### src/rtl/word_cpu_pkg.sv
// Constants and types shared by the word processor core
package word_cpu_pkg;

  // ==========================================================
  // Word layout (bit 0 is the least significant bit of the word)
  localparam int WORD_W = 24;
  localparam int MEM_W = 25;
  localparam int ADDR_W = 14;
  localparam int OPC_W = 6;
  localparam int PADDR_W = 8;
  localparam int PAR_BIT = 24;
  localparam int INDEX_BIT = 22;
  localparam int POP_BIT = 21;
  localparam int OPC_HI = 20;
  localparam int OPC_LO = 15;
  localparam int INDIRECT_BIT = 14;

  // ==========================================================
  // Operation codes and full-word instructions
  localparam logic [5:0] OPC_HALT = 6'h00;
  localparam logic [5:0] OPC_STORE_ACC = 6'h1D;
  localparam logic [5:0] OPC_ADD = 6'h2D;
  localparam logic [5:0] OPC_SKIP_IF_GREATER = 6'h3B;
  localparam logic [5:0] OPC_LOAD_ACC = 6'h3E;
  localparam logic [22:0] WORD_COPY_EXT_TO_ACC_CLEAR = 23'h131000;
  localparam logic [22:0] WORD_OVERFLOW_TEST_RESET = 23'h102001;
  localparam logic [13:0] RETURN_SLOT = 14'h0000;

  // ==========================================================
  // APB register byte offsets
  localparam logic [7:0] REG_CTRL = 8'h00;
  localparam logic [7:0] REG_STATUS = 8'h04;
  localparam logic [7:0] REG_PC = 8'h08;
  localparam logic [7:0] REG_ACC = 8'h0C;
  localparam logic [7:0] REG_EXT = 8'h10;
  localparam logic [7:0] REG_INDEX = 8'h14;
  localparam logic [7:0] REG_IWR = 8'h18;
  localparam logic [7:0] REG_OPCODE = 8'h1C;
  localparam logic [7:0] REG_MAR = 8'h20;
  localparam logic [7:0] REG_MBR = 8'h24;

  // Field positions in CTRL and STATUS
  localparam int CTRL_PARITY_HALT = 0;
  localparam int CTRL_START = 1;
  localparam int STAT_RUNNING = 0;
  localparam int STAT_HALT_POWER = 1;
  localparam int STAT_HALT_PARITY = 2;
  localparam int STAT_HALT_INSTR = 3;
  localparam int STAT_PARITY_ERR = 4;
  localparam int STAT_OVERFLOW = 5;

  // ==========================================================
  // Reset values
  localparam logic [23:0] WORD_RESET = 24'h000000;
  localparam logic [24:0] MEM_WORD_RESET = 25'h0000000;
  localparam logic [13:0] ADDR_RESET = 14'h0000;
  localparam logic [5:0] OPC_RESET = 6'h00;
  localparam logic [31:0] PRDATA_RESET = 32'h00000000;

  // ==========================================================
  // Sequencer states and purposes of a memory access
  typedef enum logic [4:0] {
    ST_IDLE = 5'b00001,
    ST_FETCH = 5'b00010,
    ST_MODIFY = 5'b00100,
    ST_EXEC = 5'b01000,
    ST_ACCESS = 5'b10000
  } cpu_state_t;

  typedef enum logic [4:0] {
    PUR_FETCH = 5'b00001,
    PUR_INDIRECT = 5'b00010,
    PUR_OPERAND = 5'b00100,
    PUR_STORE = 5'b01000,
    PUR_POP = 5'b10000
  } access_purpose_t;

endpackage

### src/rtl/word_cpu_core.sv
// Instruction decode, address modification and core memory access path
//
// Our own choices: the register offsets and the APB slave port.
`timescale 1ns/1ns

// Functional notes
// - Words are 24 bits; memory keeps one extra parity bit per word.
// - 14-bit program counter advances by one per instruction unless changed.
// - Index register is 24 bits; only low 14 bits modify addresses.
// - 14-bit memory address register supplies every fetch and data address.
// - Fetched word goes to the work register; modification there, parity checked as the word is read.
// - 6-bit opcode register holds code of the executing instruction.
// - 25-bit memory buffer takes read words; writes come from it.
// - Valid addresses run from zero to the top of installed memory.
// - With 16K installed, the address after the top wraps to zero.
// - Reading a missing address returns an all-zero word.
// - Writing a missing address changes nothing; next instruction follows.
// - Before each access check power; on power loss halt.
// - Generate even parity on writes, check even parity on reads.
// - With parity halt enabled, a parity error halts the processor.
// - Decode ignores the most significant instruction bit.
// - Second bit from the top is the index flag.
// - Bits 2 to 8 are the opcode; bit 2 marks programmed operators.
// - Bit 9 is the indirect flag.
// - Bits 10 to 23 are the 14-bit address field.
// - Opcode 73 skips next instruction when accumulator exceeds operand.
// - Word 0 46 10000 copies extension into accumulator, clears extension.
// - Word 0 40 20001 tests the overflow indicator and resets it.
// - Indexing adds low 14 index bits to address, carry dropped.
// - Indirect flag re-decodes the effective word, one memory read per level.
// - Codes 100-177 call a code-specific routine, return address at zero.
module word_cpu_core #(
  parameter int MEM_WORDS = 4096
) (
  input wire logic pclk,
  input wire logic presetn,
  input wire logic psel,
  input wire logic penable,
  input wire logic pwrite,
  input wire logic [word_cpu_pkg::PADDR_W-1:0] paddr,
  input wire logic [31:0] pwdata,
  output logic [31:0] prdata,
  output logic pready,
  output logic pslverr,
  output logic [word_cpu_pkg::ADDR_W-1:0] mem_addr,
  output logic mem_read,
  output logic mem_write,
  output logic [word_cpu_pkg::MEM_W-1:0] mem_wdata,
  input wire logic [word_cpu_pkg::MEM_W-1:0] mem_rdata,
  input wire logic mem_done,
  input wire logic power_fail,
  output logic cpu_running
);
  import word_cpu_pkg::*;

  // ==========================================================
  // Registers
  logic [WORD_W-1:0] accumulator_reg;
  logic [WORD_W-1:0] extension_reg;
  logic [WORD_W-1:0] index_reg;
  logic [ADDR_W-1:0] program_counter_reg;
  logic [ADDR_W-1:0] memory_address_reg;
  logic [WORD_W-1:0] instruction_work_reg;
  logic [OPC_W-1:0] opcode_reg;
  logic [MEM_W-1:0] memory_buffer_reg;
  logic overflow;
  logic parity_halt_en;
  logic parity_err;
  logic halt_power;
  logic halt_parity;
  logic halt_instr;
  logic mem_busy;
  cpu_state_t state;
  access_purpose_t purpose;

  localparam logic [14:0] MEM_LIMIT = 15'(MEM_WORDS);

  // ==========================================================
  // Combinational helpers
  logic [ADDR_W-1:0] eff_addr;
  logic [ADDR_W-1:0] pc_next;
  logic [ADDR_W-1:0] pc_skip;
  logic addr_avail;
  logic access_done;
  logic read_parity_bad;
  logic [MEM_W-1:0] rd_word;
  logic [WORD_W-1:0] add_sum;
  logic add_ovf;
  logic is_read;
  logic wr_en;
  logic [22:0] decode_word;

  assign eff_addr = instruction_work_reg[INDEX_BIT] ?
    instruction_work_reg[ADDR_W-1:0] + index_reg[ADDR_W-1:0] :
    instruction_work_reg[ADDR_W-1:0];
  assign pc_next = program_counter_reg + 14'h0001;
  assign pc_skip = program_counter_reg + 14'h0002;
  assign addr_avail = {1'b0, memory_address_reg} < MEM_LIMIT;
  assign is_read = (purpose != PUR_STORE) && (purpose != PUR_POP);
  // A missing address completes at once, without touching memory
  assign access_done = mem_busy ? mem_done : (!power_fail && !addr_avail);
  assign rd_word = mem_busy ? mem_rdata : MEM_WORD_RESET;
  assign read_parity_bad = mem_busy && mem_done && is_read &&
    (^mem_rdata);
  assign add_sum = accumulator_reg + rd_word[WORD_W-1:0];
  assign add_ovf = (accumulator_reg[WORD_W-1] == rd_word[WORD_W-1]) &&
    (add_sum[WORD_W-1] != accumulator_reg[WORD_W-1]);
  assign wr_en = psel && penable && pready && pwrite;
  assign decode_word = instruction_work_reg[22:0];

  // ==========================================================
  // Instruction sequencer and memory access
  always_ff @(posedge pclk or negedge presetn) begin
    if (!presetn) begin
      state <= ST_IDLE;
      purpose <= PUR_FETCH;
      accumulator_reg <= WORD_RESET;
      extension_reg <= WORD_RESET;
      index_reg <= WORD_RESET;
      program_counter_reg <= ADDR_RESET;
      memory_address_reg <= ADDR_RESET;
      instruction_work_reg <= WORD_RESET;
      opcode_reg <= OPC_RESET;
      memory_buffer_reg <= MEM_WORD_RESET;
      overflow <= 1'b0;
      parity_halt_en <= 1'b0;
      parity_err <= 1'b0;
      halt_power <= 1'b0;
      halt_parity <= 1'b0;
      halt_instr <= 1'b0;
      mem_busy <= 1'b0;
      mem_read <= 1'b0;
      mem_write <= 1'b0;
      mem_wdata <= MEM_WORD_RESET;
    end else begin
      // Software side; architectural registers only while halted
      if (wr_en && paddr == REG_CTRL) begin
        parity_halt_en <= pwdata[CTRL_PARITY_HALT];
      end
      if (wr_en && paddr == REG_STATUS && pwdata[STAT_PARITY_ERR]) begin
        parity_err <= 1'b0;
      end
      if (wr_en && state == ST_IDLE) begin
        case (paddr)
          REG_CTRL: begin
            if (pwdata[CTRL_START]) begin
              state <= ST_FETCH;
              halt_power <= 1'b0;
              halt_parity <= 1'b0;
              halt_instr <= 1'b0;
            end
          end
          REG_PC: program_counter_reg <= pwdata[ADDR_W-1:0];
          REG_ACC: accumulator_reg <= pwdata[WORD_W-1:0];
          REG_EXT: extension_reg <= pwdata[WORD_W-1:0];
          REG_INDEX: index_reg <= pwdata[WORD_W-1:0];
          default: begin
          end
        endcase
      end

      case (state)
        ST_IDLE: begin
        end
        ST_FETCH: begin
          memory_address_reg <= program_counter_reg;
          purpose <= PUR_FETCH;
          state <= ST_ACCESS;
        end
        ST_MODIFY: begin
          if (instruction_work_reg[INDIRECT_BIT]) begin
            memory_address_reg <= eff_addr;
            purpose <= PUR_INDIRECT;
            state <= ST_ACCESS;
          end else begin
            instruction_work_reg[ADDR_W-1:0] <= eff_addr;
            instruction_work_reg[INDEX_BIT] <= 1'b0;
            memory_address_reg <= eff_addr;
            state <= ST_EXEC;
          end
        end
        ST_EXEC: begin
          if (instruction_work_reg[POP_BIT]) begin
            memory_buffer_reg <= {^program_counter_reg,
              10'h000, program_counter_reg};
            memory_address_reg <= RETURN_SLOT;
            purpose <= PUR_POP;
            state <= ST_ACCESS;
          end else if (decode_word == WORD_COPY_EXT_TO_ACC_CLEAR) begin
            accumulator_reg <= extension_reg;
            extension_reg <= WORD_RESET;
            program_counter_reg <= pc_next;
            state <= ST_FETCH;
          end else if (decode_word == WORD_OVERFLOW_TEST_RESET) begin
            // Skip when the indicator was clear, then clear it
            program_counter_reg <= overflow ? pc_next : pc_skip;
            overflow <= 1'b0;
            state <= ST_FETCH;
          end else begin
            case (opcode_reg)
              OPC_HALT: begin
                program_counter_reg <= pc_next;
                halt_instr <= 1'b1;
                state <= ST_IDLE;
              end
              OPC_SKIP_IF_GREATER, OPC_ADD, OPC_LOAD_ACC: begin
                purpose <= PUR_OPERAND;
                state <= ST_ACCESS;
              end
              OPC_STORE_ACC: begin
                memory_buffer_reg <= {^accumulator_reg,
                  accumulator_reg};
                purpose <= PUR_STORE;
                state <= ST_ACCESS;
              end
              default: begin
                program_counter_reg <= pc_next;
                state <= ST_FETCH;
              end
            endcase
          end
        end
        ST_ACCESS: begin
          if (!mem_busy) begin
            if (power_fail) begin
              halt_power <= 1'b1;
              state <= ST_IDLE;
            end else if (addr_avail && mem_addr == memory_address_reg) begin
              // Pins settle one cycle ahead of the request
              mem_busy <= 1'b1;
              mem_read <= is_read;
              mem_write <= !is_read;
              mem_wdata <= memory_buffer_reg;
            end
          end else if (mem_done) begin
            mem_busy <= 1'b0;
            mem_read <= 1'b0;
            mem_write <= 1'b0;
          end
          if (access_done) begin
            if (is_read) begin
              memory_buffer_reg <= rd_word;
            end
            case (purpose)
              PUR_FETCH: begin
                instruction_work_reg <= rd_word[WORD_W-1:0];
                opcode_reg <= rd_word[OPC_HI:OPC_LO];
                state <= ST_MODIFY;
              end
              PUR_INDIRECT: begin
                // Re-decode as an address word; opcode is kept
                instruction_work_reg[INDEX_BIT] <= rd_word[INDEX_BIT];
                instruction_work_reg[INDIRECT_BIT] <= rd_word[INDIRECT_BIT];
                instruction_work_reg[ADDR_W-1:0] <= rd_word[ADDR_W-1:0];
                state <= ST_MODIFY;
              end
              PUR_OPERAND: begin
                case (opcode_reg)
                  OPC_SKIP_IF_GREATER: begin
                    program_counter_reg <= ($signed(accumulator_reg) >
                      $signed(rd_word[WORD_W-1:0])) ?
                      pc_skip : pc_next;
                  end
                  OPC_ADD: begin
                    accumulator_reg <= add_sum;
                    if (add_ovf) begin
                      overflow <= 1'b1;
                    end
                    program_counter_reg <= pc_next;
                  end
                  default: begin
                    accumulator_reg <= rd_word[WORD_W-1:0];
                    program_counter_reg <= pc_next;
                  end
                endcase
                state <= ST_FETCH;
              end
              PUR_STORE: begin
                program_counter_reg <= pc_next;
                state <= ST_FETCH;
              end
              PUR_POP: begin
                program_counter_reg <= {7'h00,
                  instruction_work_reg[POP_BIT:OPC_LO]};
                state <= ST_FETCH;
              end
              default: begin
                state <= ST_FETCH;
              end
            endcase
          end
          // Parity error outranks completion and a same-cycle clear
          if (read_parity_bad) begin
            parity_err <= 1'b1;
            if (parity_halt_en) begin
              halt_parity <= 1'b1;
              state <= ST_IDLE;
            end
          end
        end
        default: begin
          state <= ST_IDLE;
        end
      endcase
    end
  end

  // ==========================================================
  // Memory address pins follow the address register
  always_ff @(posedge pclk or negedge presetn) begin
    if (!presetn) begin
      mem_addr <= ADDR_RESET;
    end else begin
      mem_addr <= memory_address_reg;
    end
  end

  always_ff @(posedge pclk or negedge presetn) begin
    if (!presetn) begin
      cpu_running <= 1'b0;
    end else begin
      cpu_running <= (state != ST_IDLE);
    end
  end

  // ==========================================================
  // APB slave: one wait state, read data registered
  logic [31:0] rd_mux;
  logic rd_hit;

  always_comb begin
    rd_mux = PRDATA_RESET;
    rd_hit = 1'b1;
    case (paddr)
      REG_CTRL: rd_mux[CTRL_PARITY_HALT] = parity_halt_en;
      REG_STATUS: begin
        rd_mux[STAT_RUNNING] = (state != ST_IDLE);
        rd_mux[STAT_HALT_POWER] = halt_power;
        rd_mux[STAT_HALT_PARITY] = halt_parity;
        rd_mux[STAT_HALT_INSTR] = halt_instr;
        rd_mux[STAT_PARITY_ERR] = parity_err;
        rd_mux[STAT_OVERFLOW] = overflow;
      end
      REG_PC: rd_mux[ADDR_W-1:0] = program_counter_reg;
      REG_ACC: rd_mux[WORD_W-1:0] = accumulator_reg;
      REG_EXT: rd_mux[WORD_W-1:0] = extension_reg;
      REG_INDEX: rd_mux[WORD_W-1:0] = index_reg;
      REG_IWR: rd_mux[WORD_W-1:0] = instruction_work_reg;
      REG_OPCODE: rd_mux[OPC_W-1:0] = opcode_reg;
      REG_MAR: rd_mux[ADDR_W-1:0] = memory_address_reg;
      REG_MBR: rd_mux[MEM_W-1:0] = memory_buffer_reg;
      default: rd_hit = 1'b0;
    endcase
  end

  always_ff @(posedge pclk or negedge presetn) begin
    if (!presetn) begin
      pready <= 1'b0;
      pslverr <= 1'b0;
      prdata <= PRDATA_RESET;
    end else if (psel && penable && !pready) begin
      pready <= 1'b1;
      pslverr <= !rd_hit;
      prdata <= pwrite ? PRDATA_RESET : rd_mux;
    end else begin
      pready <= 1'b0;
      pslverr <= 1'b0;
    end
  end

endmodule // word_cpu_core

### config.mk
export PLATFORM = sky130hd
export DESIGN_NAME = word_cpu_core
export DESIGN_NICKNAME = d
export VERILOG_FILES = /design/src/rtl/word_cpu_pkg.sv /design/src/rtl/word_cpu_core.sv
export SDC_FILE = /design/constraint.sdc
export NUM_CORES = 1
export LEC_CHECK = 0
export ABC_AREA = 1
export BUFFER_PORTS_ARGS = -buffer_cell sky130_fd_sc_hd__buf_2
export CAP_MARGIN = 30
export CELL_PAD_IN_SITES_DETAIL_PLACEMENT = 0
export CELL_PAD_IN_SITES_GLOBAL_PLACEMENT = 1
export CORE_MARGIN = 10
export CORE_UTILIZATION = 48
export CTS_CLUSTER_SIZE = 8
export DETAILED_ROUTE_END_ITERATION = 6
export GPL_ROUTABILITY_DRIVEN = 1
export PLACE_DENSITY_LB_ADDON = 0.05
export SETUP_SLACK_MARGIN = 0.2
export SYNTH_ARGS = -nofsm -noshare
export SYNTH_HDL_FRONTEND = slang
export SYNTH_SLANG_ARGS = --single-unit
### constraint.sdc
create_clock -name pclk -period 3.8 [get_ports pclk]
set_input_delay 0.38 -clock pclk [delete_from_list [all_inputs] [get_ports pclk]]
set_output_delay 0.38 -clock pclk [all_outputs]
set_load 0.02 [all_outputs]
==> impl_metrics.ini, run 1 <==
[status]
status = completed

[cts]
clock_latency_ns = 0.56
cts_buffer_depth = 3
cts_max_level = 2
tritoncts = done
numCtsBuffers = 36
root_buffer = clkbuf_16
clkTransAtPathRegs_ns = 0.05
clkSinkCount = 235
cts_setup_buffers = 0

[worst_setup_path]
r2r_cells = 16
cp.arrival_ns = 3.49
cp_data_required_time_ns = 4.24
path_class = flip-flop to flip-flop
startpoint_type = flip-flop
critPathMaxFanout = 31
crit_path_end_kind = flip-flop

[placement]
place_congestion = 0.9964
dp_hpwl_um = 58520
dp_worst_setup_slack_ns = 0.8148
io_buffers = 132
placed_cells = 2961

[power]
leakage_nw = 9.688
p_per_area_nw_per_um2 = 305.7
peakVddDrop_v = 0.0002497

[detailed_routing]
drc = 0
drtIter0Drc = 1872
drtPass1Iterations = 6
post_drt_wl_per_cell_um = 24.80
wl_um = 74730
vias = 17920
ant_nets = 0
vias_per_cell = 5.948

[synth]
ys_types = 64
synth_most_common_cell = nand2_1
synthTopCellsByCount = 630 x nand2_1, 273 x inv_1, 243 x o21ai_0
synthFlopType = dfrtp_1
yosysTopAreaCellShare = 0.3412
synth_area_leaders = dfrtp_1 34%, nand2_1 14%, o21ai_0 7.1%
syn_area_per_cell_um2 = 7.058
syn-cell-area_um2 = 17090
seq_area_frac_synth = 0.3443
synth_edf_count = 0
async_flop_share = 1.000
ys_seq_elements = 235
synth_top_cell_by_area = dfrtp_1
yosys_warnings = 0
synth_cells = 2421

[floorplan]
start_util = 0.4839
die_x_um = 208.7
io_pins = 148
rows = 69
core_area_um2 = 35310
dieArea_um2 = 43550
fp.dieH_um = 208.7

[job]
max_cap_viol_count = 0

[cells_and_area]
drive_gt1_frac = 0.1180
postLayoutCoreUtil = 0.5458
fillers = 3502
area_delta_synth_final_pct = 12.78
layout.nets = 2680
fin_cells = 3013

[global_route]
grt_pass1_vias = 17120
track_usage = 0.3313
antenna_found_initial = 6
grt_max_degree = 110
grt_pass1_wl_um = 109900
globalRouteOverflowTotal = 0

[timing]
worstMarginPinSlew_ns = 1.013
report.final.slew_viol_count = 0
slew_headroom = 0.3208
setup_viol = 0
tns_ns = 0
period_share = 0.8023
fin_crit_ns = 3.049
fmax_ghz = 0.3280
fin_hold_ws_ns = 0.09700
skew_ns = 0.02662
rsz0062_at_grt = no
hold_viol = 0
worst_slack_ns = 0.7514

[min_path]
whs_path_depth = 3
hp-class = input pin to flip-flop
-- worst paths after layout --
| check | start | endpoint | slack, ns |
|---|---|---|---|
| hold reg to reg | memory_address_reg[6] | mem_addr[6] | 0.37 |
| min in group asynchronous | presetn | mem_wdata[5] | 0.49 |
| setup reg to reg | mem_busy | program_counter_reg[9] | 0.75 |
| hold / removal | pwdata[16] | extension_reg[16] | 0.1 |
| setup / recovery | mem_busy | program_counter_reg[9] | 0.75 |
| max in group asynchronous | presetn | memory_buffer_reg[20] | 2.35 |
-- cells in the final DEF, fill, tap and decap left out, types with 4 or more instances in the layout --
cell type  count
a21oi_1      149
o211ai_1      33
a31oi_1        8
clkinv_1       7
ha_1          67
nor2_1       138
a22oi_2        8
o31ai_1        6
conb_1         7
nor3_2         4
or2_2          5
dfrtp_1      233
xnor2_1       48
nor2_4         4
o21bai_1      10
buf_2        131
inv_1        273
o22ai_1       38
o2111ai_1      5
nor2_2        12
nand2_2        8
nand2_1      630
nand4_1       25
inv_2         24
a22oi_1       28
nor3_1        14
o21ai_0      243
clkbuf_16     38
a21o_1         6
o21ai_2        5
buf_4         33
nand3_1      117
o41ai_1        4
a221oi_1       9
a211oi_1      12
clkbuf_1       7
xor2_1        40
o21ai_1       68
-- worst max-delay path, stage by stage (launching register included) --
cell     delay [ns]
dfrtp_1        0.41
buf_12         0.22
nand2_1        0.19
ha_1           0.51
nand2_1        0.12
nor2_1         0.13
nand3_1        0.13
nor2_1         0.13
nand2_1        0.07
nand3_1        0.08
nand2_1        0.08
nand2_4        0.15
nand4_1        0.34
nand3_1        0.18
o21ai_1        0.08
nand2_1        0.06
nand2_1        0.06
-- stage by stage --
stage                     area [um2]  power, mW
after floorplan                17110      2.701
after CTS                      19270      5.895
after global placement         18210      2.873
after global routing           19270      6.035
after detailed placement       18220      2.877
final                          19270      5.891
-- power breakdown --
part | total, mW | leakage, nW | internal (mW) | switching [mW]
clock | 3.05 | 0.505 | 1.84 | 1.21
combinational | 0.318 | 6.28 | 0.0922 | 0.226
sequential | 2.52 | 2.90 | 2.51 | 0.00805
-- layer usage --
| metal | up-vias | wire length [um] | part of all wire | GRT usage |
|---|---|---|---|---|
| li1 | 8273 | - | - | - |
| met1 | 8458 | 30670 | 0.41 | 0.4448 |
| met2 | 1004 | 31880 | 0.43 | 0.4929 |
| met3 | 183 | 8324 | 0.11 | 0.07814 |
| met4 | 4 | 3822 | 0.051 | 0.1598 |
| met5 | - | 23 | 0.00031 | 0 |
-- repair_timing --
action                                 CTS  global route
endpoints found under the hold margin  104             0
resized for setup                        0             0
hold buffers                             1             0
-- layout make-up --
class                      instances  area, um2  share of cell area
clock buffer                      48       1018             0.05285
sequential                       235       5883              0.3053
timing repair buffer             170      999.7             0.05187
antenna                            1      2.502           0.0001298
inverter                         305       1147             0.05953
multi-input combinational       1791       9620              0.4992
tap                              461      576.8             0.02993
clock inverter                     2      23.77            0.001234
-- cells by family (layout without fill, tap and decap cells) --
family | count (synthesis) | count (layout) | synth area share
flops | 235 | 235 | 0.3443
fa+ha+maj | 69 | 69 | 0.05140
other cells | 1 | 8 | 0.0002195
buf+inv | 401 | 525 | 0.09453
compound gates | 645 | 645 | 0.2182
simple gates | 981 | 981 | 0.2457
xor+xnor | 88 | 88 | 0.04511
mux | 1 | 1 | 0.0005858
Note: power is estimated with default switching activity, not from simulation.
==> inputs of run 2 (changes only) <==
--- a/config.mk
+++ b/config.mk
@@ -5,13 +5,13 @@
 export SDC_FILE = /design/constraint.sdc
 export NUM_CORES = 1
 export LEC_CHECK = 0
-export ABC_AREA = 1
+export ABC_AREA = 0
 export BUFFER_PORTS_ARGS = -buffer_cell sky130_fd_sc_hd__buf_2
 export CAP_MARGIN = 30
 export CELL_PAD_IN_SITES_DETAIL_PLACEMENT = 0
 export CELL_PAD_IN_SITES_GLOBAL_PLACEMENT = 1
 export CORE_MARGIN = 10
-export CORE_UTILIZATION = 48
+export CORE_UTILIZATION = 46
 export CTS_CLUSTER_SIZE = 8
 export DETAILED_ROUTE_END_ITERATION = 6
 export GPL_ROUTABILITY_DRIVEN = 1
==> constraint.sdc (replaced) <==
create_clock -name pclk -period 3.2 [get_ports pclk]
set_input_delay 0.32 -clock pclk [delete_from_list [all_inputs] [get_ports pclk]]
set_output_delay 0.32 -clock pclk [all_outputs]
set_load 0.02 [all_outputs]
==> run 2 against run 1 <==
  * The run now ends with design-rule violations left
  * Maximum frequency fell by 4.1%
  * Core utilization rose by 2.6 points
  * Clock-buffer cell count down 1
  * Synthesized cell count is 24% lower
  * Sequential power increased by 19%
  * Via count fell by 8.9%
  * Largest power group unchanged
  * Worst hold slack got worse by 0.023 ns
  * Global-route usage shrank 0.084 points
  * Clock power up 17%
==> impl_metrics.ini, run 2 <==
[cts]
root_buffer = clkbuf_16
clkTransAtPathRegs_ns = 0.06
cts_max_level = 2
numCtsBuffers = 36
cts_buffer_depth = 3
tritoncts = done
clock_latency_ns = 0.54
clkSinkCount = 235

[synth]
syn-cell-area_um2 = 16060
async_flop_share = 1.000
synth_top_cell_by_area = dfrtp_1
yosysTopAreaCellShare = 0.3630
ys_seq_elements = 235
synth_cells = 1835
synth_most_common_cell = dfrtp_1
syn_area_per_cell_um2 = 8.754
seq_area_frac_synth = 0.3663
synthFlopType = dfrtp_1
ys_types = 88
synth_area_leaders = dfrtp_1 36%, ha_1 5.2%, a21oi_1 5.1%
yosys_warnings = 0
synthTopCellsByCount = 233 x dfrtp_1, 201 x nand2_1, 164 x a21oi_1
synth_edf_count = 0

[timing]
fin_hold_ws_ns = 0.07368
period_share = 0.9931
fmax_ghz = 0.3147
fin_crit_ns = 3.178
slew_headroom = 0.4100
hold_viol = 0
setup_viol = 0
report.final.slew_viol_count = 0
skew_ns = 0.02459
rsz0062_at_grt = yes
worstMarginPinSlew_ns = 0.8840

[detailed_routing]
wl_um = 72020
post_drt_wl_per_cell_um = 28.30
vias_per_cell = 6.412
drtIter0Drc = 1975
ant_nets = 0
drtPass1Iterations = 7
drc = 2
vias = 16320

[placement]
io_buffers = 132
place_congestion = 1.034
place_area_um2 = 18320
dp_hpwl_um = 55040

[min_path]
hp-class = input pin to flip-flop

[power]
leakage_nw = 9.196
p_per_area_nw_per_um2 = 364.7
finalPower_mw = 7.191
peakVddDrop_v = 0.0003876

[cells_and_area]
final_common_cell = dfrtp_1
layout.nets = 2219
layout_common_cells = 233 x dfrtp_1, 194 x nand2_1, 179 x buf_4, 163 x a21oi_1, 137 x nor2_1
area_delta_synth_final_pct = 22.73
fin_area_um2 = 19710
diodes = 0
drive_gt1_frac = 0.2407

[worst_setup_path]
cpMaxStageDelayCell = or4_4
crit_chain = buf_12 > buf_4 > nand2_1 > ha_1 > nand4_1 > or4_4 > a21oi_1 > and4bb_2 > nor2_4 > mux2i_2 > mux2_2 > o21ai_1
cp_data_required_time_ns = 3.65
cp.arrival_ns = 3.63
cp_top_family = simple AND/OR/NAND/NOR gates
startpoint_type = flip-flop
crit_buf_inv = 2
crit_path_end_kind = flip-flop
cp_slowest_stage_delay_ns = 0.46
path_class = flip-flop to flip-flop
critPathMaxFanout = 16

[global_route]
grt_max_degree = 92
grt_pass1_wl_um = 104900
antenna_found_initial = 0
track_usage = 0.3305
globalRouteOverflowTotal = 0
grt_pass1_vias = 15790

[floorplan]
core_area_um2 = 34460
rows = 68
die_x_um = 206.9
start_util = 0.4662
fp.dieH_um = 206.9
io_pins = 148
dieArea_um2 = 42790

[job]
max_cap_viol_count = 0

[status]
status = complete, but fails checks
violations = design-rule violations
==> run 2: worst min-delay path: stages <==
cell and delay [ns]:
buf_2 0.13, nand3_1 0.07, a21oi_1 0.05
==> run 2: final timing paths <==
kind,from,endpoint,slack [ns],cells past startpoint
max,mem_busy,program_counter_reg[4],0.02,12
min,pwdata[17],extension_reg[17],0.07,3
max reg2reg,mem_busy,program_counter_reg[4],0.02,12
min reg2reg,memory_address_reg[13],mem_addr[13],0.43,0
max in group asynchronous,presetn,instruction_work_reg[6],1.92,3
min in group asynchronous,presetn,program_counter_reg[6],0.41,2
==> run 2: metrics by stage <==
stage	utilization	setup WS (ns)	setup TNS, ns	instances
finish	0.5721	0.02194	0	2545
floorplan	-	0.1130	0	1841
global placement	0.5313	-0.0007918	-0.0007918	2477
detailed placement	0.5318	-0.04776	-0.06226	2478
global route	0.5721	-0.05821	-0.1512	2545
CTS	0.5667	0.02098	0	2539
==> run 2: cell families (layout without fill, tap and decap cells) <==
kind of cell | count (synthesis) | after routing | share of synthesized area
flip-flops | 235 | 235 | 0.3663
other | 1 | 7 | 0.0002335
adder cells (fa/ha/maj) | 69 | 69 | 0.05468
buffers and inverters | 177 | 426 | 0.04588
multiplexers | 120 | 120 | 0.07945
XOR/XNOR | 118 | 118 | 0.06605
AND/OR/NAND/NOR | 570 | 570 | 0.1683
AO/OA/AOI/OAI | 545 | 545 | 0.2192
==> run 2: layer usage <==
metal	share of wire	GRT usage	vias to the layer above
met1	0.40	0.4280	8032
met4	0.063	0.1850	0
met2	0.46	0.5181	909
met3	0.084	0.05353	203
met5	0	0	-
li1	-	-	7174
==> run 2: layout make-up <==
cell class	count	area, um2
clock buffer	47	952.2
clock inverter	3	55.05
fill	3205	14740
inverter	53	198.9
multi-input combinational	1429	9847
sequential	235	5883
tap	455	569.3
timing repair buffer	323	2208
==> run 2: power breakdown <==
group | internal [mW] | switching (mW)
Sequential | 2.98 | 0.00628
Combinational | 0.228 | 0.402
Clock | 2.14 | 1.43
Total | 5.35 | 1.84
==> run 2: repair_timing <==
action                     CTS  global route
pin swaps                    8             7
setup endpoints to repair   23            30
gates cloned                 0             0
hold buffers                 1             0
buffers inserted            10             6
gates resized for setup     22            31
hold endpoints to repair    85             0
